[src/rtl/usb_host_regs_defines.vh]
`ifndef USB_HOST_REGS_DEFINES_VH
`define USB_HOST_REGS_DEFINES_VH

// Command code layout
`define CMD_WRITE_BIT      7
`define CMD_INDEX_MSB      6
`define CMD_WIDE_LIMIT     7'h20

// Register indices (read codes)
`define IDX_VERSION        7'h00
`define IDX_MODE           7'h01
`define IDX_COMMAND        7'h02
`define IDX_EVENT_FLAGS    7'h03
`define IDX_EVENT_EN_SET   7'h04
`define IDX_EVENT_EN_CLR   7'h05
`define IDX_FRAME_INTERVAL 7'h0D
`define IDX_FRAME_LEFT     7'h0E
`define IDX_FRAME_COUNT    7'h0F
`define IDX_SLOW_CUTOFF    7'h11
`define IDX_HUB_DESC_A     7'h12
`define IDX_HUB_DESC_B     7'h13
`define IDX_HUB_STATE      7'h14
`define IDX_PORT_ONE       7'h15
`define IDX_PORT_TWO       7'h16
`define IDX_HW_SETUP       7'h20
`define IDX_DMA_SETUP      7'h21
`define IDX_XFER_COUNT     7'h22
`define IDX_CPU_EVENT      7'h24
`define IDX_CPU_EVENT_EN   7'h25
`define IDX_PART_ID        7'h27
`define IDX_SPARE          7'h28
`define IDX_SOFT_RESTART   7'h29
`define IDX_PERIODIC_LEN   7'h2A
`define IDX_ASYNC_LEN      7'h2B
`define IDX_BUFFER_STATE   7'h2C
`define IDX_BANK0_LEN      7'h2D
`define IDX_BANK1_LEN      7'h2E
`define IDX_PERIODIC_PORT  7'h40
`define IDX_ASYNC_PORT     7'h41

// Storage slots
`define SLOT_NONE          5'h1F
`define SLOT_COUNT         18

// Word phase of a transfer
`define PHASE_LOW          2'h0
`define PHASE_HIGH         2'h1
`define PHASE_DONE         2'h2

// Reset values
`define MODE_RESET         32'h00000000
`define HW_SETUP_RESET     16'h0000
`define VERSION_RSVD       24'h000000
`define HALF_ZERO          16'h0000

`endif

[src/rtl/usb_host_register_map.v]
// Behaviour
// RQ1 - Control, frame and root-hub registers are 32-bit operational registers.
// RQ2 - Operational register read code equals its standard offset divided by four.
// RQ3 - Driver must not assume reserved fields read as zero.
// RQ4 - Driver modifies read-write registers by read, alter wanted bits, write back.
// RQ5 - Driver may keep a shadow copy instead of reading before writing.
// RQ6 - Driver writes zeros into reserved bits of set or clear registers.
// RQ7 - Control group decoded at read 00 to 05, write 81 to 85.
// RQ8 - Frame interval 0D/8D, slow cutoff 11/91; 0E and 0F read only.
// RQ9 - Root-hub registers decoded at 12/92 through 16/96, all 32 bits.
// RQ10 - DMA and interrupt registers decoded at 20/A0 to 25/A5, 16 bits; the code leaves 23/A3 undecoded.
// RQ11 - Buffer lengths 2A/AA, 2B/AB, ports 40/C0, 41/C1; 2C-2E read only.
// RQ12 - Version register read only; low byte is version, upper bits zero.
// RQ13 - Write code is read code plus bit 7; 27, 28/A8, A9 decoded.
// RQ14 - Writes to registers without a write code are ignored.
`timescale 1ns/100ps
`default_nettype none
`include "usb_host_regs_defines.vh"
module usb_host_register_map #(
   parameter [7:0]  VERSION_CODE = 8'h01,   // Arbitrary value
   parameter [15:0] PART_ID_CODE = 16'h0123 // Arbitrary value
) (
   // Clock and reset
   input  wire        sys_clk,
   input  wire        reset_n,
   // Command and data port
   input  wire        cmdStrobe,
   input  wire [7:0]  cmdCode,
   input  wire        dataWrStrobe,
   input  wire [15:0] wrData,
   input  wire        dataRdStrobe,
   output reg  [15:0] rdData,
   output reg         rdValid,
   // Live state from the controller
   input  wire [31:0] frameTimeLeft,
   input  wire [31:0] frameCount,
   input  wire [15:0] bufferState,
   input  wire [15:0] bank0Length,
   input  wire [15:0] bank1Length,
   input  wire [15:0] bufPortRdData,
   // Control towards the controller
   output reg  [31:0] operatingMode,
   output reg  [15:0] hardwareSetup,
   output reg         softRestart,
   // Buffer port streams
   output reg         bufPortWrStrobe,
   output reg         bufPortRdStrobe,
   output reg         bufPortAsync,
   output reg  [15:0] bufPortWrData
);

   // Reset release
   reg        rstMeta;
   reg        rstSync;

   always @(posedge sys_clk or negedge reset_n) begin
      if (!reset_n) begin
         rstMeta <= 1'b0;
         rstSync <= 1'b0;
      end else begin
         rstMeta <= 1'b1;
         rstSync <= rstMeta;
      end
   end

   // Storage slot of a register kept in the memory
   function [4:0] slotOf;
      input [6:0] idx;
      begin
         case (idx)
            `IDX_COMMAND:        slotOf = 5'h00;
            `IDX_EVENT_FLAGS:    slotOf = 5'h01;
            `IDX_EVENT_EN_SET:   slotOf = 5'h02;
            `IDX_EVENT_EN_CLR:   slotOf = 5'h03;
            `IDX_FRAME_INTERVAL: slotOf = 5'h04;
            `IDX_SLOW_CUTOFF:    slotOf = 5'h05;
            `IDX_HUB_DESC_A:     slotOf = 5'h06;
            `IDX_HUB_DESC_B:     slotOf = 5'h07;
            `IDX_HUB_STATE:      slotOf = 5'h08;
            `IDX_PORT_ONE:       slotOf = 5'h09;
            `IDX_PORT_TWO:       slotOf = 5'h0A;
            `IDX_DMA_SETUP:      slotOf = 5'h0B;
            `IDX_XFER_COUNT:     slotOf = 5'h0C;
            `IDX_CPU_EVENT:      slotOf = 5'h0D;
            `IDX_CPU_EVENT_EN:   slotOf = 5'h0E;
            `IDX_SPARE:          slotOf = 5'h0F;
            `IDX_PERIODIC_LEN:   slotOf = 5'h10;
            `IDX_ASYNC_LEN:      slotOf = 5'h10 + 5'h00 + 5'h01;
            default:             slotOf = `SLOT_NONE;
         endcase
      end
   endfunction

   // Registers that own a write code
   function hasWrite;
      input [6:0] idx;
      begin
         case (idx)
            `IDX_MODE,
            `IDX_HW_SETUP,
            `IDX_SOFT_RESTART,
            `IDX_PERIODIC_PORT,
            `IDX_ASYNC_PORT: hasWrite = 1'b1;
            default:         hasWrite = (slotOf(idx) != `SLOT_NONE);
         endcase
      end
   endfunction

   // Registers that own a read code
   function hasRead;
      input [6:0] idx;
      begin
         case (idx)
            `IDX_VERSION,
            `IDX_MODE,
            `IDX_FRAME_LEFT,
            `IDX_FRAME_COUNT,
            `IDX_HW_SETUP,
            `IDX_PART_ID,
            `IDX_BUFFER_STATE,
            `IDX_BANK0_LEN,
            `IDX_BANK1_LEN,
            `IDX_PERIODIC_PORT,
            `IDX_ASYNC_PORT: hasRead = 1'b1;
            default:         hasRead = (slotOf(idx) != `SLOT_NONE);
         endcase
      end
   endfunction

   // Current command
   reg        curWrite;
   reg [6:0]  curIdx;
   reg        curValid;
   reg [1:0]  phase;
   reg [15:0] lowHold;
   reg [`SLOT_COUNT-1:0] slotWritten;

   // Index below 20h selects a two-word register
   wire       curWide = (curIdx < `CMD_WIDE_LIMIT);                       // RQ1
   wire [4:0] curSlot = slotOf(curIdx);
   wire       isPort  = (curIdx == `IDX_PERIODIC_PORT) || (curIdx == `IDX_ASYNC_PORT);

   always @(posedge sys_clk or negedge rstSync) begin
      if (!rstSync) begin
         curWrite <= 1'b0;
         curIdx   <= `IDX_VERSION;
         curValid <= 1'b0;
      end else if (cmdStrobe) begin
         curWrite <= cmdCode[`CMD_WRITE_BIT];                              // RQ13
         curIdx   <= cmdCode[`CMD_INDEX_MSB:0];                            // RQ2
         curValid <= cmdCode[`CMD_WRITE_BIT] ? hasWrite(cmdCode[`CMD_INDEX_MSB:0])
                                             : hasRead(cmdCode[`CMD_INDEX_MSB:0]);
      end
   end

   // Write path
   reg        next_commit;
   reg [31:0] next_word;
   // Data strobes coinciding with a command are dropped
   wire       wrTaken = dataWrStrobe && curWrite && curValid && !cmdStrobe; // RQ14

   always @* begin
      next_commit = 1'b0;
      next_word   = {`HALF_ZERO, wrData};
      if (wrTaken && !isPort && (phase != `PHASE_DONE)) begin
         // Wide low half waits in lowHold; only its high half commits, a narrow word commits at once
         if (!curWide) begin
            next_commit = 1'b1;                                            // RQ10
         end else if (phase == `PHASE_HIGH) begin
            next_commit = 1'b1;                                            // RQ9
            next_word   = {wrData, lowHold};
         end
      end
   end

   // Registers without a slot live in flip-flops instead
   wire memWrite = next_commit && (curSlot != `SLOT_NONE);

   always @(posedge sys_clk or negedge rstSync) begin
      if (!rstSync) begin
         phase           <= `PHASE_LOW;
         lowHold         <= `HALF_ZERO;
         slotWritten     <= {`SLOT_COUNT{1'b0}};
         operatingMode   <= `MODE_RESET;
         hardwareSetup   <= `HW_SETUP_RESET;
         softRestart     <= 1'b0;
         bufPortWrStrobe <= 1'b0;
         bufPortAsync    <= 1'b0;
         bufPortWrData   <= `HALF_ZERO;
      end else begin
         softRestart     <= 1'b0;
         bufPortWrStrobe <= 1'b0;
         // A new command abandons any half-finished word pair
         if (cmdStrobe) begin
            phase <= `PHASE_LOW;
         end else if (wrTaken && !isPort && (phase != `PHASE_DONE)) begin
            if (curWide && (phase == `PHASE_LOW)) begin
               lowHold <= wrData;
               phase   <= `PHASE_HIGH;
            end else begin
               phase <= `PHASE_DONE;
            end
         end else if (dataRdStrobe && !curWrite && curValid && !isPort) begin
            if (curWide && (phase == `PHASE_LOW)) begin
               phase <= `PHASE_HIGH;
            end else begin
               phase <= `PHASE_DONE;
            end
         end
         if (memWrite) begin
            slotWritten[curSlot] <= 1'b1;
         end
         if (next_commit && (curIdx == `IDX_MODE)) begin
            operatingMode <= next_word;                                     // RQ7
         end
         if (next_commit && (curIdx == `IDX_HW_SETUP)) begin
            hardwareSetup <= next_word[15:0];                               // RQ10
         end
         if (next_commit && (curIdx == `IDX_SOFT_RESTART)) begin
            softRestart <= 1'b1;                                            // RQ13
         end
         if (wrTaken && isPort) begin
            bufPortWrStrobe <= 1'b1;                                        // RQ11
            bufPortAsync    <= (curIdx == `IDX_ASYNC_PORT);
            bufPortWrData   <= wrData;
         end
      end
   end

   // Stored registers
   wire [31:0] memQ;

   // Read and write share the slot address; data lags one cycle
   reg_store #(
      .WIDTH     (32),
      .ADDR_BITS (5)
   ) u_store (
      .sys_clk     (sys_clk),
      .writeEnable (memWrite),
      .writeAddr   (curSlot),
      .writeData   (next_word),
      .readAddr    (curSlot),
      .readData    (memQ)
   );

   // Read selection
   reg [31:0] readWord;

   always @* begin
      readWord = 32'h00000000;
      case (curIdx)
         `IDX_VERSION:      readWord = {`VERSION_RSVD, VERSION_CODE};       // RQ12
         `IDX_MODE:         readWord = operatingMode;                       // RQ7
         `IDX_FRAME_LEFT:   readWord = frameTimeLeft;                       // RQ8
         `IDX_FRAME_COUNT:  readWord = frameCount;                          // RQ8
         `IDX_HW_SETUP:     readWord = {`HALF_ZERO, hardwareSetup};         // RQ10
         `IDX_PART_ID:      readWord = {`HALF_ZERO, PART_ID_CODE};          // RQ13
         `IDX_BUFFER_STATE: readWord = {`HALF_ZERO, bufferState};           // RQ11
         `IDX_BANK0_LEN:    readWord = {`HALF_ZERO, bank0Length};           // RQ11
         `IDX_BANK1_LEN:    readWord = {`HALF_ZERO, bank1Length};           // RQ11
         `IDX_PERIODIC_PORT,
         `IDX_ASYNC_PORT:   readWord = {`HALF_ZERO, bufPortRdData};         // RQ11
         default: begin
            // Unwritten slots read zero, not power-up memory contents
            if ((curSlot != `SLOT_NONE) && slotWritten[curSlot]) begin
               readWord = memQ;                                             // RQ9
            end
         end
      endcase
   end

   // Read path
   wire rdTaken = dataRdStrobe && !curWrite && !cmdStrobe;

   always @(posedge sys_clk or negedge rstSync) begin
      if (!rstSync) begin
         rdData          <= `HALF_ZERO;
         rdValid         <= 1'b0;
         bufPortRdStrobe <= 1'b0;
      end else begin
         rdValid         <= 1'b0;
         bufPortRdStrobe <= 1'b0;
         if (rdTaken) begin
            rdValid <= 1'b1;
            // Words past the end of a register read as zero
            if (!curValid || (phase == `PHASE_DONE)) begin
               rdData <= `HALF_ZERO;
            end else if (curWide && (phase == `PHASE_HIGH)) begin
               rdData <= readWord[31:16];                                   // RQ1
            end else begin
               rdData <= readWord[15:0];
            end
            if (curValid && isPort) begin
               // Async flag follows port writes only
               bufPortRdStrobe <= 1'b1;                                     // RQ11
            end
         end
      end
   end

endmodule
`default_nettype wire

[src/rtl/reg_store.v]
`timescale 1ns/100ps
`default_nettype none
module reg_store #(
   parameter WIDTH     = 32,
   parameter ADDR_BITS = 5
) (
   // Clock
   input  wire                 sys_clk,
   // Write side
   input  wire                 writeEnable,
   input  wire [ADDR_BITS-1:0] writeAddr,
   input  wire [WIDTH-1:0]     writeData,
   // Read side
   input  wire [ADDR_BITS-1:0] readAddr,
   output reg  [WIDTH-1:0]     readData
);

   reg [WIDTH-1:0] cells [0:(1<<ADDR_BITS)-1];

   always @(posedge sys_clk) begin
      if (writeEnable) begin
         cells[writeAddr] <= writeData;
      end
      readData <= cells[readAddr];
   end

endmodule
`default_nettype wire

[config.mk]
export PLATFORM = sky130hd
export DESIGN_NAME = usb_host_register_map
export DESIGN_NICKNAME = d
export VERILOG_FILES = /design/src/rtl/usb_host_register_map.v /design/src/rtl/reg_store.v
export VERILOG_INCLUDE_DIRS = /design/src /design/src/rtl
export SDC_FILE = /design/constraint.sdc
export NUM_CORES = 1
export LEC_CHECK = 0
export BUFFER_PORTS_ARGS = -buffer_cell sky130_fd_sc_hd__buf_2
export CAP_MARGIN = 5
export CORE_ASPECT_RATIO = 0.75
export CORE_MARGIN = 1.5
export CORE_UTILIZATION = 55
export DETAILED_ROUTE_END_ITERATION = 8
export PLACE_DENSITY = 0.73
export SLEW_MARGIN = 10
export SYNTH_ARGS = -nofsm -noshare
export SYNTH_HDL_FRONTEND = slang
export SYNTH_SLANG_ARGS = --single-unit
[constraint.sdc]
create_clock -name sys_clk -period 6 [get_ports sys_clk]
set_clock_uncertainty 0.1 [all_clocks]
set_input_delay 1.2 -clock sys_clk [delete_from_list [all_inputs] [get_ports sys_clk]]
set_output_delay 1.2 -clock sys_clk [all_outputs]
set_load 0.05 [all_outputs]
Word level (Yosys, flattened, before mapping). Memories as Yosys holds them, arrays and structs flattened. A register that Yosys moved wholly into a read port is not among the register bits. Cells that the tools add are included.

Bits in registers: 132. RAM bits: 1024. ROM bits: 960. Input bits: 157. Output and inout bits: 85. Memories kept: 4.

Memory list: u_store.cells (words 32, bits a word 32, read ports 1, clocked after Yosys merged registers in 1, write ports 1, line reg_store.v:18) `reg [WIDTH-1:0] cells [0:(1<<ADDR_BITS)-1];`; (name not given) (words 64, bits a word 5, read ports 1, clocked after Yosys merged registers in 0, write ports 0, line usb_host_register_map.v:70) `case (idx)`; (name not given) (words 64, bits a word 5, read ports 1, clocked after Yosys merged registers in 0, write ports 0, line usb_host_register_map.v:70); (name not given) (words 64, bits a word 5, read ports 1, clocked after Yosys merged registers in 0, write ports 0, line usb_host_register_map.v:70).

$lt $le $gt $ge: 3. Equality and inequality tests: 28. Multiplexer cells: 35. Bitwise logic cells: 2. Reduce and logical (&&, ||, !) cells: 33.

Operators with widths (count): 32-bit case mux with 10 select lines (1); 32-bit 2-to-1 mux (4); 7-bit by 6-bit equality test with 1-bit output (second input constant) (12); 5-bit 2-to-1 mux (7); 16-bit 2-to-1 mux (2); 7-bit by 4-bit equality test with 1-bit output (second input constant) (4); 7-bit equality test (second input constant) (4); 1-bit logical AND (19); 18-bit bitwise OR (1); 1-bit 2-to-1 mux (15); 5-bit inequality test (second input constant) (3); 7-bit by 1-bit equality test with 1-bit output (second input constant) (2); 7-bit zero test (2); 11-bit OR reduction (1); 2-bit 2-to-1 mux (4); 7-bit by 6-bit less-than comparator with 1-bit output (second input constant) (1); 5-bit by 6-bit less-than comparator with 1-bit output (second input constant) (1); 1-bit binary-select mux with 5-bit select (1); 1-bit demux with 5-bit select (1); 5-bit by 1-bit greater-or-equal comparator with 1-bit output (second input constant) (1); 5-bit OR reduction (1); 1-bit zero test (4); 3-bit AND reduction (1); 3-bit nonzero test (1); other kinds (7) (8).

Depth between registers and ports, before layout.
Word-level depth: 9. Depth in mapped cells: 14.

By module. A second synthesis with hierarchy kept.

Cell total of the unflattened synthesis: 3042. Area total of the unflattened synthesis: 48101.1 sq um.

By module, submodules not included: reg_store (times used 1, cells each 2260, area each 40491.3 sq um); usb_host_register_map (times used 1, cells each 782, area each 7609.8 sq um).

Worst setup path after synthesis. OpenSTA, ideal clock, no wires.

Kind: flip-flop to flip-flop. Start point: reg curIdx[1]. End point: mem u_store.cells[11][0] (enable). Data arrival time: 3792 ps. Setup slack: 1687 ps. Stages on the path, launching flop included: 10. Buffers on the path: 2. Period minus slack after synthesis: 4313 ps. Cell sequence: dfrtp_1 inv_1 ha_1 mux2_4 a2111oi_4 a211o_1 clkbuf_1 buf_1 nand3_1 nor2_1.

Longest elaborated chain between the ends: 9.

Ends and longest elaborated chain: from (decl) (line usb_host_register_map.v:132) `reg [6:0] curIdx;`; from (signal assigned) (line usb_host_register_map.v:146) `` curIdx <= `IDX_VERSION; ``; from (signal assigned) (line usb_host_register_map.v:150) `` curIdx <= cmdCode[`CMD_INDEX_MSB:0]; ``; parallel branches: the longest is 9 deep, another holds memory 64 x 5 bit; to (decl) (line reg_store.v:18).

Several ways; the timed one is not identified.

Final worst setup path.
Start point: reg curIdx[2]. End point: mem u_store.cells[3][3] (enable).

Same word-level chain as after synthesis.

==> qor.txt <==
crit path capture type - flop
CTS tree - yes
fin crit period - 4835 ps
die area - 0.08150 mm^2
Vias - 27860
initial antenna violation count - 8
Hold WC Path Type - in -> async
MaxCap Viol Count - 0
met3 usage - 6.817%
WS Path Type - reg -> reg
Slowest-stage cell, CP - dfrtp_1
detailed placement HPWL - 77890 um
Initial Util - 55.66%
Yosys warnings - 0
Synth Cell Area - 0.04388 mm^2
Rel. slew slack - 17.11%
clock buffer depth - 3
grt ovf - 0
R2R setup slack - 1170 ps
delay-heaviest family, CP - simple AND/OR/NAND/NOR gates
via/cell ratio - 6.271
setup repair bufs after CTS - 0
WP data required - 6220 ps
setup TNS - 0 ps
Fmax - 0.2068 GHz
Async SR Flop Fraction - 12.45%
drt pass-1 iters - 6
Worst-Skew Late Latency - 690 ps
CP Max Fanout - 22
FF-to-FF path depth - 10
worst setup margin - 1165 ps
register area share after synthesis - 70.30%
largest cells by area after synthesis - edfxtp_1 (61%), mux2i_1 (12%), dfrtp_1 (7.5%)
RSZ-0062 raised after global routing - no
largest area contributor in the netlist - edfxtp_1
Finish-stage setup viols - 0
status - completed
period utilisation layout - 80.58%
CTS buffer count - 98
Die Y - 247.6 um
Remaining DRCs - 0
Post-synth EDFFs - 896
Setup crit start kind - flop
top-count cell post-synth - edfxtp_1
synth cell count leaders - edfxtp_1 (896), mux2i_1 (531), nand2_1 (283), dfrtp_1 (132), a21oi_1 (109)
Die X-Extent - 329.2 um
grt peak-use layer - met2
met2 Usage GRT - 45.48%
Leak - 19.21 nW
Synth Instances - 2917
Routed WL per cell - 28.26 um
vias in the first global route - 26830
number of placement rows - 89
Synth Area per Inst - 15.04 um^2
cts hold-fix bufs - 0
share of cells above drive strength 1 - 17.16%
Port Buffer Count - 241
hold_ws - 198.0 ps
worst r2r src - curIdx[2]
drt initial violations - 3881
post-CTS sizing - 0
top_reg_cell synth - edfxtp_1
largest net degree at the start of global routing - 155
crit-path max cell delay - 770 ps
crit path launch - curIdx[2]
Final nets - 3477
area grow syn2layout - 14.33%
M1 GR Usage - 44.88%
Num Clock Sinks - 1060
Detailed Route WL - 125500 um
Hold Fails Final Rpt - 0
Yosys cell types - 71
first-pass GRT wire length - 179200 um
CTS root buf - clkbuf_16
reg2reg end - u_store.cells[3][3]
fin cells - 4442
total track usage - 30.40%
post-synth top area share - 61.32%
Place WS - 1344 ps
final-report max-slew violation count - 0
critical path cell sequence - inv_1 > ha_1 > or2_2 > a211oi_2 > nor3_1 > nor2_1 > or3_1 > nand3_1 > nor2_4 > buf_4
fillcell total - 5720
I/O pin total - 242
core area - 0.07884 mm^2
Detail Route Antenna Nets - 0
CP Data Arrival Time - 5050 ps
Reg clk slew, reported paths - 60 ps
H-tree depth - 3
VDD IR max - 0.3187 mV
gpl congestion - 1.015
Worst Path Buf+Inv - 2
Pwr Density - 320.2 mW/mm^2
Inst Count DP - 4253
Synth Register Bits - 1060
Worst-Margin Slew - 1243 ps
==> cell type report <==
cell class                 count  area (um^2)  share of cell area (%)
tap                         1046         1309                   2.609
multi-input combinational   1789        12860                   25.64
inverter                      48        180.2                  0.3591
sequential                  1060        30850                   61.50
timing repair buffer         310         1837                   3.661
clock buffer                 146         2835                   5.652
antenna                        4        10.01                 0.01995
clock inverter                39        277.8                  0.5537
==> stage by stage <==
step                      power (mW)  cell area [um^2]  utilization, %
after global placement         10.07             47040           59.66
final                          16.06             50170           63.63
after detailed placement       10.10             47040           59.66
after floorplan                9.450             44480               -
after global routing           16.48             50160           63.62
after CTS                      16.06             50150           63.61
==> power by group <==
group	switching [mW]	internal [mW]	leakage [nW]
sequential	0.237	8.13	9.54
clock	2.70	3.36	1.53
combinational	1.05	0.586	8.15
total	3.99	12.1	19.2
==> flip-flops by register name, summed over array words and instances (netlist names) <==
register          cells
u_store.cells       896
operatingMode        32
u_store.readData     32
slotWritten          18
bufPortWrData        16
hardwareSetup        16
lowHold              16
rdData               16
curIdx                7
phase                 2
bufPortAsync          1
bufPortRdStrobe       1
bufPortWrStrobe       1
curValid              1
curWrite              1
rdValid               1
rstMeta               1
rstSync               1
softRestart           1
==> cells by family (layout without fill, tap and decap cells) <==
group / count (synthesis) / in the layout / share of synthesized area, %
compound gates: 421 / 421 / 6.550
flops: 1060 / 1060 / 70.30
other cells: 2 / 165 / 0.01711
mux: 592 / 592 / 13.84
fa+ha+maj: 13 / 13 / 0.3707
simple gates: 602 / 602 / 6.532
buf+inv: 227 / 543 / 2.387
==> worst register-to-register path: stages, from the launching register on <==
cell and delay [ps]:
dfrtp_1 770, inv_1 140, ha_1 330, or2_2 290, a211oi_2 390, nor3_1 240
nor2_1 260, or3_1 350, nand3_1 500, nor2_4 620, buf_4 460
==> worst max-delay path by stage <==
stage                      endpoint  slack [ps]  cells past startpoint
2_1_floorplan  u_store.cells[11][0]        1690                      9
3_3_place_gp    u_store.cells[3][3]        1470                     10
3_5_place_dp   u_store.cells[3][18]        1340                     10
4_1_cts        u_store.cells[3][18]        1300                     10
5_1_grt        u_store.cells[3][18]        1030                     10
6_report        u_store.cells[3][3]        1170                     10
==> layer usage <==
layer  vias to the layer above  wire (um)  share of wire [%]
met5                         -         12             0.0096
met4                         2       3736                3.0
met3                       267      13630                 11
met2                      1607      56370                 45
met1                     14130      51780                 41
li1                      11850          -                  -
==> cell usage in the layout (no fill, tap or decap), types with 13 or more instances in the layout <==
cell type and n:
edfxtp_1 896, mux2i_1 531, nand2_1 283, buf_2 241, conb_1 161, dfrtp_1 131
a21oi_1 108, clkbuf_16 100, a22oi_1 84, nand3_1 69, o21ai_0 63, nand4_1 63
buf_4 60, mux2_2 54, inv_1 48, nor2_1 33, dfxtp_1 32, clkbuf_1 30
nor2_4 24, and2_1 22, a31oi_1 20, a32oi_1 19, or2_2 17, o21ai_1 17
a221o_1 17, and3_1 16, a221oi_1 16, nor3_1 16, clkbuf_8 16, clkinv_1 14
clkinv_2 14, ha_1 13
No activity file was read; power rests on OpenSTA's default activity.
